===== src/dual_interval_timer_cfg.svh =====
// register offsets, reset values and widths of the dual interval timer
`ifndef DUAL_INTERVAL_TIMER_CFG_SVH
`define DUAL_INTERVAL_TIMER_CFG_SVH

// select codes on the four register-select lines
`define OFF_FIRST_COUNT_LOW 4'h4
`define OFF_FIRST_COUNT_HIGH 4'h5
`define OFF_FIRST_LATCH_LOW 4'h6
`define OFF_FIRST_LATCH_HIGH 4'h7
`define OFF_SECOND_COUNT_LOW 4'h8
`define OFF_SECOND_COUNT_HIGH 4'h9

// reset values
`define RST_BYTE 8'h00
`define RST_COUNT 16'h0000
`define RST_WAVE 1'b1

// width of each timer counter
`define COUNT_WIDTH 16

`endif


===== src/dual_interval_timer_pkg.sv =====
// state types of the dual interval timer
package dual_interval_timer_pkg;

	// whole state of the timer top, registered as one word
	typedef struct packed {
		logic [7:0] first_latch_low;   // low latch of the first timer
		logic [7:0] first_latch_high;  // high latch of the first timer
		logic first_run;               // first counter has been started
		logic first_armed;             // one-shot flag may still set
		logic first_flag;              // first timer interrupt flag
		logic wave;                    // level the timer puts on the wave pin
		logic [7:0] second_latch_low;  // write-only low latch of the second timer
		logic second_run;              // second counter has been started
		logic second_armed;            // second flag may still set
		logic second_flag;             // second timer interrupt flag
		logic pulse_prev;              // count pin level one cycle ago
		logic [7:0] read_data;         // byte returned to the processor
	} timer_state_type;

endpackage


===== src/count_link_if.sv =====
// carrier between the timer control logic and one down counter
`timescale 1ns/1ps
interface count_link_if #(
	parameter int WIDTH = 16
);
	logic load;                // take load_value this cycle
	logic [WIDTH-1:0] load_value; // value to load
	logic step;                // decrement by one this cycle
	logic [WIDTH-1:0] value;   // current count
	logic at_zero;             // count is zero

	// control side drives commands and watches the count
	modport control (output load, output load_value, output step, input value, input at_zero);
	// counter side keeps the count
	modport counter (input load, input load_value, input step, output value, output at_zero);
endinterface


===== src/down_counter.sv =====
// loadable down counter shared by both timers
`timescale 1ns/1ps
`include "dual_interval_timer_cfg.svh"
module down_counter #(
	parameter int WIDTH = `COUNT_WIDTH
) (
	input wire logic i_mclk,       // system clock
	input wire logic i_rst_n,      // asynchronous reset, active low
	count_link_if.counter link     // load, step and count
);
	// the counter state, one packed word
	typedef struct packed {
		logic [WIDTH-1:0] value; // present count
	} count_state_type;

	count_state_type s_q;
	count_state_type s_d;

	// load has priority over a step; zero wraps to all ones
	always_comb begin
		s_d = s_q;
		if (link.load) begin
			s_d.value = link.load_value;
		end else if (link.step) begin
			s_d.value = s_q.value - WIDTH'(1);
		end
	end

	// register the state
	always_ff @(posedge i_mclk or negedge i_rst_n) begin
		if (!i_rst_n) begin
			s_q.value <= '0;
		end else begin
			s_q <= s_d;
		end
	end

	assign link.value = s_q.value;
	assign link.at_zero = (s_q.value == '0);
endmodule


===== src/dual_interval_timer.sv =====
// two 16-bit interval timers reached through register-select lines
//
// Overview of operation
// - high count write loads, clears, starts timer
// - low count byte never written directly
// - latch-only writes; high latch clears flag
// - reads return counters, latches; low clears
// - two control bits pick four modes
// - first counter decrements every clock once started
// - one-shot zero sets flag, irq, pin high
// - one-shot output: pin low after high write
// - pin driven by direction or output enable
// - one-shot high latch write leaves count and pin
// - free-run zero: flag, invert pin, reload
// - free-run flag sets each timeout; four clears
// - high write retriggers; latches at reload
// - one bit selects interval or pulse count
// - second timer low latch, read, high load
// - second counter decrements every clock interval
// - second flag once per high write
// - pulse mode counts falling count pin edges
`timescale 1ns/1ps
`include "dual_interval_timer_cfg.svh"
module dual_interval_timer (
	input wire logic i_mclk,                   // system clock, 100 MHz
	input wire logic i_rst_n,                  // asynchronous reset, active low
	input wire logic [3:0] i_reg_select,       // register select lines
	input wire logic i_access,                 // one-cycle strobe: chip selected access
	input wire logic i_read,                   // high for read, low for write
	input wire logic [7:0] i_data,             // write data
	output logic [7:0] o_data,                 // read data, registered
	input wire logic i_wave_output_enable,     // first timer drives the wave pin
	input wire logic i_free_run_enable,        // first timer free-running
	input wire logic i_second_pulse_mode,      // second timer counts pin pulses
	input wire logic i_wave_pin_direction,     // port direction bit of the wave pin
	input wire logic i_wave_pin_out_value,     // port output bit of the wave pin
	input wire logic i_first_flag_clear,       // one-cycle direct clear of first flag
	input wire logic i_first_irq_enable,       // first flag may interrupt
	input wire logic i_second_irq_enable,      // second flag may interrupt
	input wire logic i_pulse_count_pin,        // count pin, sampled each clock
	output logic o_timer_wave_pin,             // wave pin output level
	output logic o_timer_wave_pin_oe_n,        // wave pin enable, low while driven
	output logic o_interrupt_request_n,        // interrupt request, active low
	output logic o_first_flag,                 // first timer flag
	output logic o_second_flag                 // second timer flag
);
	dual_interval_timer_pkg::timer_state_type s_q; // registered state
	dual_interval_timer_pkg::timer_state_type s_d; // next state

	count_link_if #(.WIDTH(`COUNT_WIDTH)) first_link();  // first timer counter
	count_link_if #(.WIDTH(`COUNT_WIDTH)) second_link(); // second timer counter

	// select decode, used for the strobes and clear terms
	function automatic logic sel_hit(input logic [3:0] sel, input logic [3:0] off);
		return sel == off;
	endfunction

	logic wr;             // write strobe
	logic rd;             // read strobe
	logic wr_first_high;  // high count write of the first timer
	logic wr_second_high; // high count write of the second timer
	logic first_timeout;  // first counter running and at zero
	logic first_set;      // first flag set event
	logic first_clear;    // first flag clear event
	logic pulse_fall;     // falling edge on the count pin
	logic second_step;    // second counter steps this cycle
	logic second_timeout; // second counter steps out of zero
	logic second_set;     // second flag set event
	logic second_clear;   // second flag clear event

	// access strobes
	assign wr = i_access && !i_read;
	assign rd = i_access && i_read;
	assign wr_first_high = wr && sel_hit(i_reg_select, `OFF_FIRST_COUNT_HIGH);
	assign wr_second_high = wr && sel_hit(i_reg_select, `OFF_SECOND_COUNT_HIGH);

	// first timer events
	assign first_timeout = s_q.first_run && first_link.at_zero;
	assign first_set = first_timeout && (i_free_run_enable || s_q.first_armed);
	// high count or high latch write, low count read or direct clear clears the flag
	assign first_clear = (wr && (sel_hit(i_reg_select, `OFF_FIRST_COUNT_HIGH)
		|| sel_hit(i_reg_select, `OFF_FIRST_LATCH_HIGH)))
		|| (rd && sel_hit(i_reg_select, `OFF_FIRST_COUNT_LOW))
		|| i_first_flag_clear;

	// high count write loads both bytes
	// low byte comes only from the latch
	// free-run timeout reloads from both latches
	assign first_link.load = wr_first_high || (first_timeout && i_free_run_enable);
	assign first_link.load_value = wr_first_high ? {i_data, s_q.first_latch_low}
		: {s_q.first_latch_high, s_q.first_latch_low};
	// one step per clock once started
	assign first_link.step = s_q.first_run;

	// second timer events
	// negative pulse seen as a high-to-low change
	assign pulse_fall = s_q.pulse_prev && !i_pulse_count_pin;
	// mode bit chooses the step source
	assign second_step = s_q.second_run && (i_second_pulse_mode ? pulse_fall : 1'b1);
	assign second_timeout = second_step && second_link.at_zero;
	// flag sets only once per high write
	assign second_set = second_timeout && s_q.second_armed;
	assign second_clear = wr_second_high || (rd && sel_hit(i_reg_select, `OFF_SECOND_COUNT_LOW));

	// high write copies the low latch in
	assign second_link.load = wr_second_high;
	assign second_link.load_value = {i_data, s_q.second_latch_low};
	assign second_link.step = second_step;

	// next-state logic for latches, flags, wave and read data
	always_comb begin
		s_d = s_q;
		s_d.pulse_prev = i_pulse_count_pin;
		if (wr) begin
			unique case (i_reg_select)
				`OFF_FIRST_COUNT_LOW, `OFF_FIRST_LATCH_LOW: begin
					s_d.first_latch_low = i_data;
				end
				// high count write also fills high latch
				`OFF_FIRST_COUNT_HIGH: begin
					s_d.first_latch_high = i_data;
				end
				// latch only, the countdown is untouched
				`OFF_FIRST_LATCH_HIGH: begin
					s_d.first_latch_high = i_data;
				end
				`OFF_SECOND_COUNT_LOW: begin
					s_d.second_latch_low = i_data;
				end
				// second high count and unmapped codes store no latch
				default: begin
				end
			endcase
		end
		if (rd) begin
			unique case (i_reg_select)
				`OFF_FIRST_COUNT_LOW: s_d.read_data = first_link.value[7:0];
				`OFF_FIRST_COUNT_HIGH: s_d.read_data = first_link.value[15:8];
				`OFF_FIRST_LATCH_LOW: s_d.read_data = s_q.first_latch_low;
				`OFF_FIRST_LATCH_HIGH: s_d.read_data = s_q.first_latch_high;
				`OFF_SECOND_COUNT_LOW: s_d.read_data = second_link.value[7:0];
				`OFF_SECOND_COUNT_HIGH: s_d.read_data = second_link.value[15:8];
				default: s_d.read_data = `RST_BYTE;
			endcase
		end
		// a high count write restarts the period
		if (wr_first_high) begin
			s_d.first_run = 1'b1;
			s_d.first_armed = 1'b1;
		end else if (first_timeout && !i_free_run_enable) begin
			// one-shot disarms after the first zero
			s_d.first_armed = 1'b0;
		end
		// flag: set wins over clear
		s_d.first_flag = first_set || (s_q.first_flag && !first_clear);
		// wave level of the first timer
		if (wr_first_high) begin
			// pulse starts low after the load
			s_d.wave = 1'b0;
		end else if (first_timeout && i_free_run_enable) begin
			s_d.wave = !s_q.wave;
		end else if (first_timeout && s_q.first_armed) begin
			s_d.wave = 1'b1;
		end
		// second timer control
		if (wr_second_high) begin
			s_d.second_run = 1'b1;
			s_d.second_armed = 1'b1;
		end else if (second_timeout) begin
			s_d.second_armed = 1'b0;
		end
		s_d.second_flag = second_set || (s_q.second_flag && !second_clear);
	end

	// register the state
	// flags, run bits and wave idle after reset
	always_ff @(posedge i_mclk or negedge i_rst_n) begin
		if (!i_rst_n) begin
			s_q.first_latch_low <= `RST_BYTE;
			s_q.first_latch_high <= `RST_BYTE;
			s_q.first_run <= 1'b0;
			s_q.first_armed <= 1'b0;
			s_q.first_flag <= 1'b0;
			s_q.wave <= `RST_WAVE;
			s_q.second_latch_low <= `RST_BYTE;
			s_q.second_run <= 1'b0;
			s_q.second_armed <= 1'b0;
			s_q.second_flag <= 1'b0;
			s_q.pulse_prev <= 1'b1;
			s_q.read_data <= `RST_BYTE;
		end else begin
			s_q <= s_d;
		end
	end

	// the two counters
	down_counter #(.WIDTH(`COUNT_WIDTH)) first_counter (
		.i_mclk(i_mclk),
		.i_rst_n(i_rst_n),
		.link(first_link)
	);
	down_counter #(.WIDTH(`COUNT_WIDTH)) second_counter (
		.i_mclk(i_mclk),
		.i_rst_n(i_rst_n),
		.link(second_link)
	);

	// outputs
	assign o_data = s_q.read_data;
	assign o_first_flag = s_q.first_flag;
	assign o_second_flag = s_q.second_flag;
	// enabled flags pull the request low
	assign o_interrupt_request_n = !((s_q.first_flag && i_first_irq_enable)
		|| (s_q.second_flag && i_second_irq_enable));
	// output enable bit hands the pin to the timer
	// either bit makes the pin an output
	assign o_timer_wave_pin = i_wave_output_enable ? s_q.wave : i_wave_pin_out_value;
	assign o_timer_wave_pin_oe_n = !(i_wave_pin_direction || i_wave_output_enable);
endmodule


===== config.mk =====
export PLATFORM = sky130hd
export DESIGN_NAME = dual_interval_timer
export DESIGN_NICKNAME = d
export VERILOG_FILES = /design/src/dual_interval_timer_pkg.sv /design/src/count_link_if.sv /design/src/down_counter.sv /design/src/dual_interval_timer.sv
export VERILOG_INCLUDE_DIRS = /design/src
export SDC_FILE = /design/constraint.sdc
export NUM_CORES = 1
export LEC_CHECK = 0
export ABC_AREA = 1
export BUFFER_PORTS_ARGS = -buffer_cell sky130_fd_sc_hd__buf_2
export CAP_MARGIN = 20
export CORE_ASPECT_RATIO = 1.5
export CORE_MARGIN = 2
export CORE_UTILIZATION = 38
export DETAILED_ROUTE_END_ITERATION = 16
export PLACE_DENSITY = 0.62
export SYNTH_ARGS = -nofsm -noshare
export SYNTH_HDL_FRONTEND = slang
export SYNTH_SLANG_ARGS = --single-unit
export TNS_END_PERCENT = 20

===== constraint.sdc =====
create_clock -name i_mclk -period 1.5 [get_ports i_mclk]
set_input_delay 0.225 -clock i_mclk [delete_from_list [all_inputs] [get_ports i_mclk]]
set_output_delay 0.225 -clock i_mclk [all_outputs]
set_load 0.03 [all_outputs]

---- After elaboration in Yosys (flattened, before gate mapping) ----
Cells that the tools add are included.
operators by class
  add/sub/neg operators ................... 2
  equal/unequal tests ..................... 6
  mux-type cells .......................... 15
  reductions and logical operators ........ 50
operators by type and width
  operator                                            count
  2-to-1 mux 16 bit                                   5
  case mux 8 bit (6 select lines)                     1
  zero test 16 bit                                    2
  subtractor 16 x 1 -> 16 bit, second input constant  2
  logical AND 1 bit                                   20
  == test 4 x 3 -> 1 bit, second input constant       4
  logical OR 1 bit                                    10
  2-to-1 mux 1 bit                                    9
  == test 4 bit, second input constant                2
  zero test 1 bit                                     8
  nonzero test 2 bit                                  4
  AND reduction 2 bit                                 3
  OR reduction 2 bit                                  2
  nonzero test 3 bit                                  1
word-level totals
  flip-flop bits (word level) ............. 72
  input bits .............................. 25
  word-level logic and storage cells ...... 87

---- Logic depth before layout (Yosys ltp) ----
Gate-level depths: netlist of the first run.
  word-level depth ........................ 8
  depth in mapped cells ................... 14

---- By module ----
Synthesis of the first run repeated with hierarchy kept, for this count alone.
second synthesis, totals
  cells, all modules ...................... 616
  area, all modules ....................... 4406.7 sq um
modules (own cells, without submodules)
  module               instances  cells each  area an instance (sq um)  sequential area each (sq um)
  dual_interval_timer  1          304         2219.6                    1003.5
  down_counter         2          156         1093.5                    400.4

---- Worst setup path before layout of the first run ----
OpenSTA, ideal clock, no wires.
  kind .................................... register -> register
  start ................................... reg, netlist name first_counter.link.value[0]
  end ..................................... reg, netlist name first_counter.link.value[13]
  data arrival time ....................... 1.430 ns
  setup slack ............................. -0.047 ns
  cell stages (with the launch flop) ...... 15
  clock period less this slack ............ 1.547 ns
  cell sequence ........................... dfrtp_1 > inv_1 > ha_1 > inv_1 > nor2_1 > nand2_1 > nor2_4 > nand3_4 > nand2_2 > buf_6 > inv_2 > nand2_1 > nand2_1 > nand2_1 > nand2_1
on the way
  longest elaborated chain between the ends .. 5
  elaborated cells on any way between the ends .. 8
  those cells by class .................... 1 x add/sub; 2 x mux; 5 x reduce/logical
ends and longest elaborated chain
  what
  branches (longest 5 deep; another with subtractor 16 x 1 -> 16 bit)
Parallel ways; which one is timed is not known. The select of a mux whose other input is x is not followed.
A chain may end at the register's enable or synchronous reset.

---- Final worst setup path of the first run ----
  start ................................... reg, netlist name first_counter.link.value[1]
  end ..................................... reg, netlist name first_counter.link.value[10]
on the way
  longest elaborated chain between the ends .. 5
  elaborated cells on any way between the ends .. 8
  those cells by class .................... 1 x add/sub; 2 x mux; 5 x reduce/logical
ends and longest elaborated chain
  what
  branches (longest 5 deep; another with subtractor 16 x 1 -> 16 bit)
Parallel ways; which one is timed is not known. The select of a mux whose other input is x is not followed.

==> results.py, run 1 <==
metrics = {
    "worst_setup_path": {
        "cp_max_fo": 5,
        "end_kind": "flop",
        "critPathRequiredTime_ns": 1.77,
        "critPathArrivalTime_ns": 1.90,
        "crit_type": "reg2reg",
        "regToRegStartpoint": "first_counter.link.value[1]$_DFFE_PN0P_",
        "critPathLaunch": "first_counter.link.value[1]$_DFFE_PN0P_",
        "crit_path_start_kind": "flop",
    },
    "timing": {
        "tns_ns": -1.58,
        "slew_headroom_pct": 70.4,
        "grt_setup_unrepaired": "yes",
        "maxSlewViolCount": 0,
        "fin_hold_ws_ns": 0.111,
        "fin_crit_sh_pct": 109,
        "tightest_slew_ns": 0.444,
        "final_hold_viol_count": 0,
        "setup_viol_count_final": 16,
        "fmax_ghz": 0.610,
        "skew_ns": 0.00695,
        "layout_setup_ws_ns": -0.139,
        "min_period_ns": 1.64,
    },
    "global_routing": {
        "grt_max_degree": 33,
        "grt_use_total_pct": 23.8,
        "antenna_found_initial": 0,
        "grt_pass1_wl_mm": 22.3,
        "grt_pass1_vias": 4517,
        "gr-total-overflow": 0,
    },
    "finish": {
        "insertedDiodeCount": 0,
        "areaGrowthSynthToFinish_pct": 35.1,
        "final_util_pct": 52.4,
        "nets": 743,
        "drive_gt1_share_pct": 27.9,
    },
    "route": {
        "firstDrtPassIters": 5,
        "viasPerCell": 5.09,
        "antenna_left": 0,
        "post_drt_wl_per_cell_um": 16.3,
        "drt_drc_violations_left": 0,
        "wl_mm": 14.1,
        "drtIter0Drc": 235,
        "vias": 4411,
    },
    "clock_tree": {
        "clock-sinks": 72,
        "cts-htree-levels": 3,
        "cts_tree": "yes",
        "cts_made_buffers": 9,
        "path_clk_slew_ns": 0.06,
        "clockBufferDepth": 2,
        "clock-root-buffer": "clkbuf_16",
        "clock_latency_ns": 0.33,
    },
    "floorplan": {
        "die_x_um": 90.3,
        "placementRows": 47,
        "io_pins": 38,
        "core-area_um2": 10900,
        "die_h_um": 133,
        "dieArea_um2": 12000,
        "initial_core_util_pct": 38.8,
    },
    "power_and_ir_drop": {
        "p_per_area_nw_per_um2": 1510,
        "clockPowerShare_pct": 22.6,
        "leakagePower_uw": 0.00292,
        "max-vdd-ir-drop_uv": 653,
        "sw_frac_of_total_pct": 39.1,
        "pwr-share-comb_pct": 42.1,
        "p_switching_uw": 3390,
        "intPower_uw": 5270,
        "p_seq_share_pct": 35.2,
        "p_total_uw": 8660,
    },
    "min_path": {
        "hp-start": "i_first_flag_clear",
        "hold_path_class": "in2reg",
    },
    "run_status": {
        "violations": "setup timing",
        "status": "finished with violations",
    },
    "synth": {
        "synth_cell_type_count": 35,
        "yosysWarnings": 0,
        "avgSynthCellArea_um2": 7.17,
        "ys_ff_latch": 72,
        "postSynthCellCount": 591,
        "synth_nets": 619,
        "yosysSeqAreaShare_pct": 42.5,
        "syn_area_um2": 4240,
    },
    "flow_run": {
        "maxCapViolCount": 0,
    },
    "placed_design": {
        "gp_congestion": 0.906,
        "dpl.hpwl_mm": 10.8,
        "port_buffers": 37,
    },
}
## critical path: stages, from the launching register on
cell,delay (ns)
dfrtp_1,0.40
inv_2,0.10
ha_4,0.13
inv_2,0.03
nor2_2,0.10
nand2_2,0.07
nor2_4,0.14
nand3_4,0.11
nand2_8,0.11
buf_6,0.12
nor2_4,0.04
inv_2,0.08
nor2_1,0.04
nor2_1,0.10
## timing repair
action	in CTS	in global routing
endpoints found under the hold margin	25	0
gates resized for setup	15	44
endpoints found under the setup margin	25	34
cloned	0	2
hold buffers	2	0
pin swaps	6	18
buffers inserted	2	6
## metrics by stage
| stage | cells | setup slack, ns | area, um^2 |
|---|---|---|---|
| finish | 867 | -0.139 | 5730 |
| global route | 867 | -0.230 | 5730 |
| CTS | 860 | -0.0773 | 5500 |
| detailed placement | 840 | -0.139 | 5150 |
| global placement | 840 | -0.136 | 5150 |
| floorplan | 591 | -0.0210 | 4240 |
## final timing paths
path                                                                  to  slack, ns  cells after the start
worst max-delay path            first_counter.link.value[10]$_DFFE_PN0P_      -0.14                     13
worst min-delay path                              o_first_flag$_DFF_PN0_       0.11                      2
worst max register to register  first_counter.link.value[10]$_DFFE_PN0P_      -0.14                     13
worst min register to register                     o_data[4]$_DFFE_PN0N_       0.48                      2
max in group asynchronous                               s_q[8]$_DFF_PN1_       0.53                      3
min in group asynchronous                          o_data[4]$_DFFE_PN0N_       0.36                      2
## state kept, by name, summed over array words and instances (netlist names)
| register | count |
|---|---|
| s_q | 29 |
| first_counter.link.value | 16 |
| o_second_flag | 1 |
| o_data | 8 |
| second_counter.link.value | 16 |
| o_first_flag | 1 |
| first_link.step | 1 |
## cells by family (layout without fill, tap and decap cells)
logic type | after synthesis | count (layout) | share of synthesized area [%]
simple gates | 322 | 322 | 32.5
buf+inv | 91 | 220 | 9.27
compound gates | 90 | 90 | 12.1
flops | 72 | 72 | 42.5
xor+xnor | 13 | 13 | 2.69
fa+ha+maj | 3 | 3 | 0.885
## power groups by stage
stage / clock, uW / sequential, uW / combinational (uW)
6_report: 1960 / 3050 / 3650
2_1_floorplan: 0 / 2960 / 1910
4_1_cts: 1980 / 3010 / 3360
5_1_grt: 2060 / 3120 / 4020
3_3_place_gp: 0 / 3010 / 3170
3_5_place_dp: 0 / 3040 / 3230
## cells in the mapped netlist
cell type | count | area, um^2
buf_2 | 8 | 40.0
buf_4 | 9 | 67.6
nor3_1 | 3 | 15.0
o221ai_1 | 3 | 26.3
o21ai_1 | 7 | 35.0
nand3_4 | 1 | 17.5
nor2_2 | 2 | 12.5
o21ai_0 | 46 | 230
inv_2 | 5 | 18.8
xor2_1 | 10 | 87.6
nand2_2 | 3 | 18.8
o22ai_1 | 10 | 62.6
buf_6 | 1 | 11.3
nand3_2 | 1 | 10.0
nand3_1 | 51 | 255
nand2_1 | 188 | 706
a21o_1 | 3 | 22.5
a21oi_2 | 1 | 8.76
a21oi_1 | 9 | 45.0
nor3_2 | 2 | 20.0
a31oi_1 | 2 | 12.5
nor2_1 | 58 | 218
a22o_1 | 1 | 8.76
clkbuf_1 | 3 | 11.3
nand3b_1 | 1 | 7.51
xnor2_1 | 3 | 26.3
clkinv_1 | 1 | 3.75
o211ai_1 | 8 | 60.1
dfrtp_1 | 70 | 1750
nor2_4 | 5 | 56.3
inv_1 | 64 | 240
ha_1 | 3 | 37.5
nand4_1 | 6 | 37.5
dfstp_2 | 2 | 52.6
nor4_1 | 1 | 6.26
## per-layer routing
metal  vias up  wire length [um]  GRT usage, %
met5         -                 0             0
met2       126              7450          44.2
met3        47               460          3.51
met4         0               773          15.2
met1      2097              5410          24.9
li1       2141                 -             -
## final cells by class
class                   count  area [um^2]
clock inverters             1         5.00
repair buffers            134          995
inverters                  70          263
clock buffers              15          258
multi-input cells         428         2220
flip-flops and latches     72         1800
fillers                  1085         5210
well taps                 147          184
## cell usage in the layout, fill, tap and decap left out, types with 4 or more instances in the layout
master | synthesis | routed
o21ai_1 | 7 | 10
clkbuf_16 | 0 | 11
dfrtp_1 | 70 | 70
nand4_1 | 6 | 6
nor2_4 | 5 | 7
a21oi_1 | 9 | 8
o211ai_1 | 8 | 8
nand3_1 | 51 | 48
xor2_1 | 10 | 10
inv_1 | 64 | 57
nor2_2 | 2 | 9
o21ai_0 | 46 | 40
nand3_2 | 1 | 4
nand2_4 | 0 | 6
buf_2 | 8 | 35
nor2_1 | 58 | 49
nand2_1 | 188 | 179
inv_2 | 5 | 12
buf_4 | 9 | 90
nand2_2 | 3 | 5
clkbuf_1 | 3 | 5
o22ai_1 | 10 | 10
No activity file was read; power rests on OpenSTA's default activity.
==> inputs of run 2 (changes only) <==
Settings changed: BUFFER_PORTS_ARGS -buffer_cell sky130_fd_sc_hd__buf_2 to unset, CORE_UTILIZATION 38 to 45, DONT_BUFFER_PORTS set to 1, PLACE_DENSITY 0.62 to 0.67.
==> results.py, run 2 (synthesis results as in run 1) <==
metrics = {
    "run_status": {
        "status": "finished with violations",
        "violations": "hold timing, setup timing",
    },
    "worst_setup_path": {
        "critPathArrivalTime_ns": 1.87,
        "critPathLaunch": "first_counter.link.value[0]$_DFFE_PN0P_",
        "critPathRequiredTime_ns": 1.73,
        "r2r-end": "first_counter.link.value[15]$_DFFE_PN0P_",
        "crit_path_start_kind": "flop",
        "endpoint": "first_counter.link.value[15]$_DFFE_PN0P_",
        "reg2reg_setup_slack_ns": -0.14,
        "reg2regPathDepth": 12,
        "regToRegStartpoint": "first_counter.link.value[0]$_DFFE_PN0P_",
        "crit_type": "reg2reg",
        "cp_max_fo": 6,
        "end_kind": "flop",
    },
    "clock_tree": {
        "path_clk_slew_ns": 0.06,
        "clock-sinks": 72,
        "clock_latency_ns": 0.34,
        "clock-root-buffer": "clkbuf_16",
        "cts-htree-levels": 3,
        "ctsHoldBuffers": 3,
        "clockBufferDepth": 2,
        "cts_made_buffers": 9,
        "cts_tree": "yes",
    },
    "flow_run": {
        "maxCapViolCount": 0,
    },
    "timing": {
        "slew_headroom_pct": 63.6,
        "skew_ns": 0.00553,
        "fmax_ghz": 0.610,
        "tns_ns": -1.54,
        "fin_hold_ws_ns": -0.423,
        "layout_setup_ws_ns": -0.140,
        "grt_setup_unrepaired": "yes",
        "final_hold_viol_count": 72,
        "fin_crit_sh_pct": 109,
        "maxSlewViolCount": 0,
        "setup_viol_count_final": 17,
        "tightest_slew_ns": 0.544,
        "min_period_ns": 1.64,
    },
    "placed_design": {
        "placed_area_um2": 4870,
        "pre_cts_ws_ns": -0.138,
        "gp_congestion": 1.03,
        "port_buffers": 0,
        "dpl.hpwl_mm": 10.1,
    },
    "power_and_ir_drop": {
        "p_per_area_nw_per_um2": 1660,
        "p_seq_share_pct": 34.4,
        "intPower_uw": 5620,
        "max-vdd-ir-drop_uv": 1110,
        "clockPowerShare_pct": 25.6,
        "leakagePower_uw": 0.00271,
        "p_switching_uw": 3510,
        "pwr-share-comb_pct": 40.0,
        "sw_frac_of_total_pct": 38.5,
    },
    "global_routing": {
        "grt_max_degree": 73,
        "grt_pass1_wl_mm": 21.6,
        "gr-total-overflow": 0,
        "antenna_found_initial": 0,
        "grt_pass1_vias": 4438,
        "grt_use_total_pct": 27.5,
    },
    "floorplan": {
        "io_pins": 38,
        "core-area_um2": 9200,
        "die_x_um": 83.3,
        "placementRows": 43,
        "dieArea_um2": 10200,
        "initial_core_util_pct": 46.1,
        "die_h_um": 123,
    },
    "finish": {
        "final_cell_mix": "181 x nand2_1, 80 x buf_4, 69 x dfrtp_1",
        "final_area_um2": 5490,
        "largest-register": "s_q",
        "ff_latch_area_um2": 1810,
        "final_common_cell": "nand2_1",
        "top_regs": "s_q (29), first_counter.link.value (16), second_counter.link.value (16)",
        "nets": 698,
        "drive_gt1_share_pct": 24.3,
        "final_util_pct": 59.7,
        "n_fill_cell": 818,
        "areaGrowthSynthToFinish_pct": 29.5,
        "insertedDiodeCount": 0,
        "multi_input_area_um2": 2230,
        "largest_reg_flops": 29,
    },
    "route": {
        "antenna_left": 0,
        "post_drt_wl_per_cell_um": 17.5,
        "viasPerCell": 5.57,
        "wl_mm": 13.8,
        "vias": 4381,
        "firstDrtPassIters": 6,
        "drt_drc_violations_left": 0,
        "drtIter0Drc": 318,
    },
    "min_path": {
        "hold_path_class": "in2async",
    },
}
## run 2: worst min-delay path by stage
stage	from	end	slack, ns	cells after the start
final	i_rst_n	first_counter.link.value[8]$_DFFE_PN0P_	-0.42	0
after floorplan	i_rst_n	first_counter.link.value[0]$_DFFE_PN0P_	-0.07	0
after detailed placement	i_rst_n	first_counter.link.value[8]$_DFFE_PN0P_	-0.07	0
after global placement	i_rst_n	first_counter.link.value[8]$_DFFE_PN0P_	-0.07	0
after global routing	i_rst_n	o_data[1]$_DFFE_PN0N_	-0.44	0
after CTS	i_rst_n	first_counter.link.value[8]$_DFFE_PN0P_	-0.43	0
## run 2: critical path: stages, from the launching register on
cell     delay [ns]
dfrtp_1        0.38
inv_2          0.09
ha_4           0.13
inv_2          0.03
nor2_2         0.08
nand2_2        0.08
nor2_4         0.14
nand3_4        0.12
nand2_8        0.11
buf_12         0.13
nand2_1        0.07
nand3_1        0.09
nand2_1        0.05
## run 2: metrics by stage
stage	total power, uW	std cells
2_1_floorplan	4870	591
3_3_place_gp	6160	761
3_5_place_dp	6220	761
4_1_cts	8810	783
5_1_grt	9640	787
6_report	9130	787
## run 2: layout make-up
type                            instances  share of cell area [%]
Clock buffer                           11                    4.42
Timing Repair Buffer                   89                    13.3
Inverter                               70                    4.85
Multi-Input combinational cell        428                    40.6
Clock inverter                          5                    1.46
Sequential cell                        72                    32.9
Tap cell                              112                    2.55
## run 2: per-layer routing
layer  global-route usage (%)  wire length [um]  vias up  part of all wire (%)
li1                         -                 -     2052                     -
met1                     28.6              5080     2107                    37
met2                     50.5              7220      155                    52
met3                     4.51               560       67                   4.1
met4                     19.0               894        0                   6.5
met5                        0                 0        -                     0
## run 2: repair_timing
item	4_1_cts	5_1_grt
hold endpoints to repair	75	72
gates cloned	0	1
buffers inserted	3	3
endpoints found under the setup margin	27	34
gates resized for setup	27	33
pin swaps	9	10
## run 2: power by group through the flow
stage | logic (uW) | clock network [uW] | registers, uW
finish | 3650 | 2330 | 3140
global placement | 3060 | 0 | 3100
CTS | 3350 | 2370 | 3090
detailed placement | 3110 | 0 | 3110
floorplan | 1910 | 0 | 2960
global route | 3970 | 2460 | 3210
==> inputs of run 3 (changes only) <==
Settings changed: CTS_BUF_LIST set to sky130_fd_sc_hd__clkbuf_16.
==> results.py, run 3 (synthesis results as in run 1) <==
metrics = {
    "worst_setup_path": {
        "crit_type": "reg2reg",
        "critPathRequiredTime_ns": 1.73,
        "crit_path_start_kind": "flop",
        "crit_chain": "inv_2 -> ha_4 -> inv_2 -> nor2_2 -> nand2_2 -> nor2_4 -> nand3_4 -> nand2_8 -> buf_12 -> nand2_1 -> nand3_1 -> nand2_1",
        "crit_path_max_incr_delay_ns": 0.38,
        "worst-path-buf-inv": 3,
        "path_delay_family": "simple AND/OR/NAND/NOR gates",
        "critPathArrivalTime_ns": 1.87,
        "cp_max_fo": 6,
        "end_kind": "flop",
        "cp_slowest_cell": "dfrtp_1",
    },
    "floorplan": {
        "io_pins": 38,
        "die_x_um": 83.3,
        "core-area_um2": 9200,
        "placementRows": 43,
        "dieArea_um2": 10200,
        "initial_core_util_pct": 46.1,
        "die_h_um": 123,
    },
    "timing": {
        "maxSlewViolCount": 0,
        "slew_headroom_pct": 63.6,
        "tns_ns": -1.53,
        "final_hold_viol_count": 72,
        "min_period_ns": 1.64,
        "tightest_slew_ns": 0.544,
        "fin_crit_sh_pct": 109,
        "layout_setup_ws_ns": -0.139,
        "skew_ns": 0.00725,
        "grt_setup_unrepaired": "yes",
        "fmax_ghz": 0.610,
        "setup_viol_count_final": 17,
        "fin_hold_ws_ns": -0.425,
    },
    "global_routing": {
        "grt_pass1_wl_mm": 21.6,
        "grt_pass1_vias": 4435,
        "antenna_found_initial": 0,
        "grt_max_degree": 73,
        "gr-total-overflow": 0,
        "grt_use_total_pct": 27.5,
    },
    "finish": {
        "final_util_pct": 59.6,
        "drive_gt1_share_pct": 24.1,
        "final_common_cell": "nand2_1",
        "largest_reg_flops": 29,
        "nets": 698,
        "largest-register": "s_q",
        "top_regs": "s_q (29), first_counter.link.value (16), second_counter.link.value (16)",
        "insertedDiodeCount": 0,
        "areaGrowthSynthToFinish_pct": 29.3,
        "final_cell_mix": "181 x nand2_1, 80 x buf_4, 69 x dfrtp_1",
    },
    "clock_tree": {
        "clock_latency_ns": 0.34,
        "clock-sinks": 72,
        "clockBufferDepth": 2,
        "ctsHoldBuffers": 3,
        "cts-htree-levels": 3,
        "path_clk_slew_ns": 0.06,
        "cts_tree": "yes",
        "cts_made_buffers": 9,
        "clock-root-buffer": "clkbuf_16",
    },
    "placed_design": {
        "port_buffers": 0,
        "dpl.hpwl_mm": 10.1,
        "pre_cts_ws_ns": -0.138,
        "gp_congestion": 1.03,
    },
    "power_and_ir_drop": {
        "leakagePower_uw": 0.00271,
        "max-vdd-ir-drop_uv": 1100,
        "p_per_area_nw_per_um2": 1650,
        "p_total_uw": 9070,
    },
    "route": {
        "post_drt_wl_per_cell_um": 17.5,
        "antenna_left": 0,
        "viasPerCell": 5.54,
        "drt_drc_violations_left": 0,
        "drtIter0Drc": 287,
        "firstDrtPassIters": 6,
        "wl_mm": 13.8,
        "vias": 4362,
    },
    "run_status": {
        "status": "finished with violations",
        "violations": "hold timing, setup timing",
    },
    "flow_run": {
        "maxCapViolCount": 0,
    },
    "min_path": {
        "hold_path_class": "in2async",
    },
}
## run 3: cell count changes in the layout (fill, tap and decap cells not counted), sizes merged
cell | previous run | this run
clkbuf | 12 | 10
clkinv | 2 | 3
inv | 68 | 69
## run 3: worst register-to-register path: stages (launching register included)
cell and delay (ns):
dfrtp_1 0.38, inv_2 0.09, ha_4 0.13, inv_2 0.03
nor2_2 0.08, nand2_2 0.08, nor2_4 0.15, nand3_4 0.12
nand2_8 0.11, buf_12 0.13, nand2_1 0.07, nand3_1 0.09
nand2_1 0.05
## run 3: worst paths after layout
kind | slack, ns | end | cells after the start | from
max in group asynchronous | 1.71 | s_q[8]$_DFF_PN1_ | 0 | i_rst_n
worst min-delay path | -0.43 | first_counter.link.value[8]$_DFFE_PN0P_ | 0 | i_rst_n
worst max-delay path | -0.14 | first_counter.link.value[15]$_DFFE_PN0P_ | 12 | first_counter.link.value[0]$_DFFE_PN0P_
worst max register to register | -0.14 | first_counter.link.value[15]$_DFFE_PN0P_ | 12 | first_counter.link.value[0]$_DFFE_PN0P_
min in group i_mclk | 0.02 | s_q[22]$_DFFE_PN0P_ | 2 | i_free_run_enable
worst min register to register | 0.49 | s_q[16]$_DFFE_PN0P_ | 2 | s_q[16]$_DFFE_PN0P_
## run 3: per-layer routing
| metal | up-vias | wire length, um | GRT usage (%) |
|---|---|---|---|
| li1 | 2049 | - | - |
| met1 | 2103 | 5110 | 28.5 |
| met2 | 147 | 7270 | 50.5 |
| met3 | 63 | 499 | 4.51 |
| met4 | 0 | 882 | 19.0 |
| met5 | - | 0 | 0 |
## run 3: metrics by stage
stage,hold slack [ns],instance area [um^2],instances
floorplan,-0.0706,4240,591
global placement,-0.0677,4870,761
detailed placement,-0.0677,4870,761
CTS,-0.433,5330,783
global route,-0.437,5480,787
finish,-0.425,5480,787
## run 3: timing repair
| item | 4_1_cts | 5_1_grt |
|---|---|---|
| gates resized for setup | 27 | 33 |
| cloned | 0 | 1 |
| pin swaps | 9 | 10 |
| setup buffers | 3 | 3 |
| endpoints found under the setup margin | 27 | 34 |
| hold endpoints to repair | 75 | 72 |
## run 3: final cells by class
type                    instances  area, um^2
fillers                       819        3720
multi-input cells             428        2230
flip-flops and latches         72        1810
repair buffers                 89         729
inverters                      70         267
clock buffers                   9         225
well taps                     112         140
clock inverters                 7        87.6
## run 3: report_power, final
part	switching, uW	total, uW	internal (uW)
clock	833	2270	1440
sequential	614	3140	2530
combinational	2070	3660	1590
total	3510	9070	5560
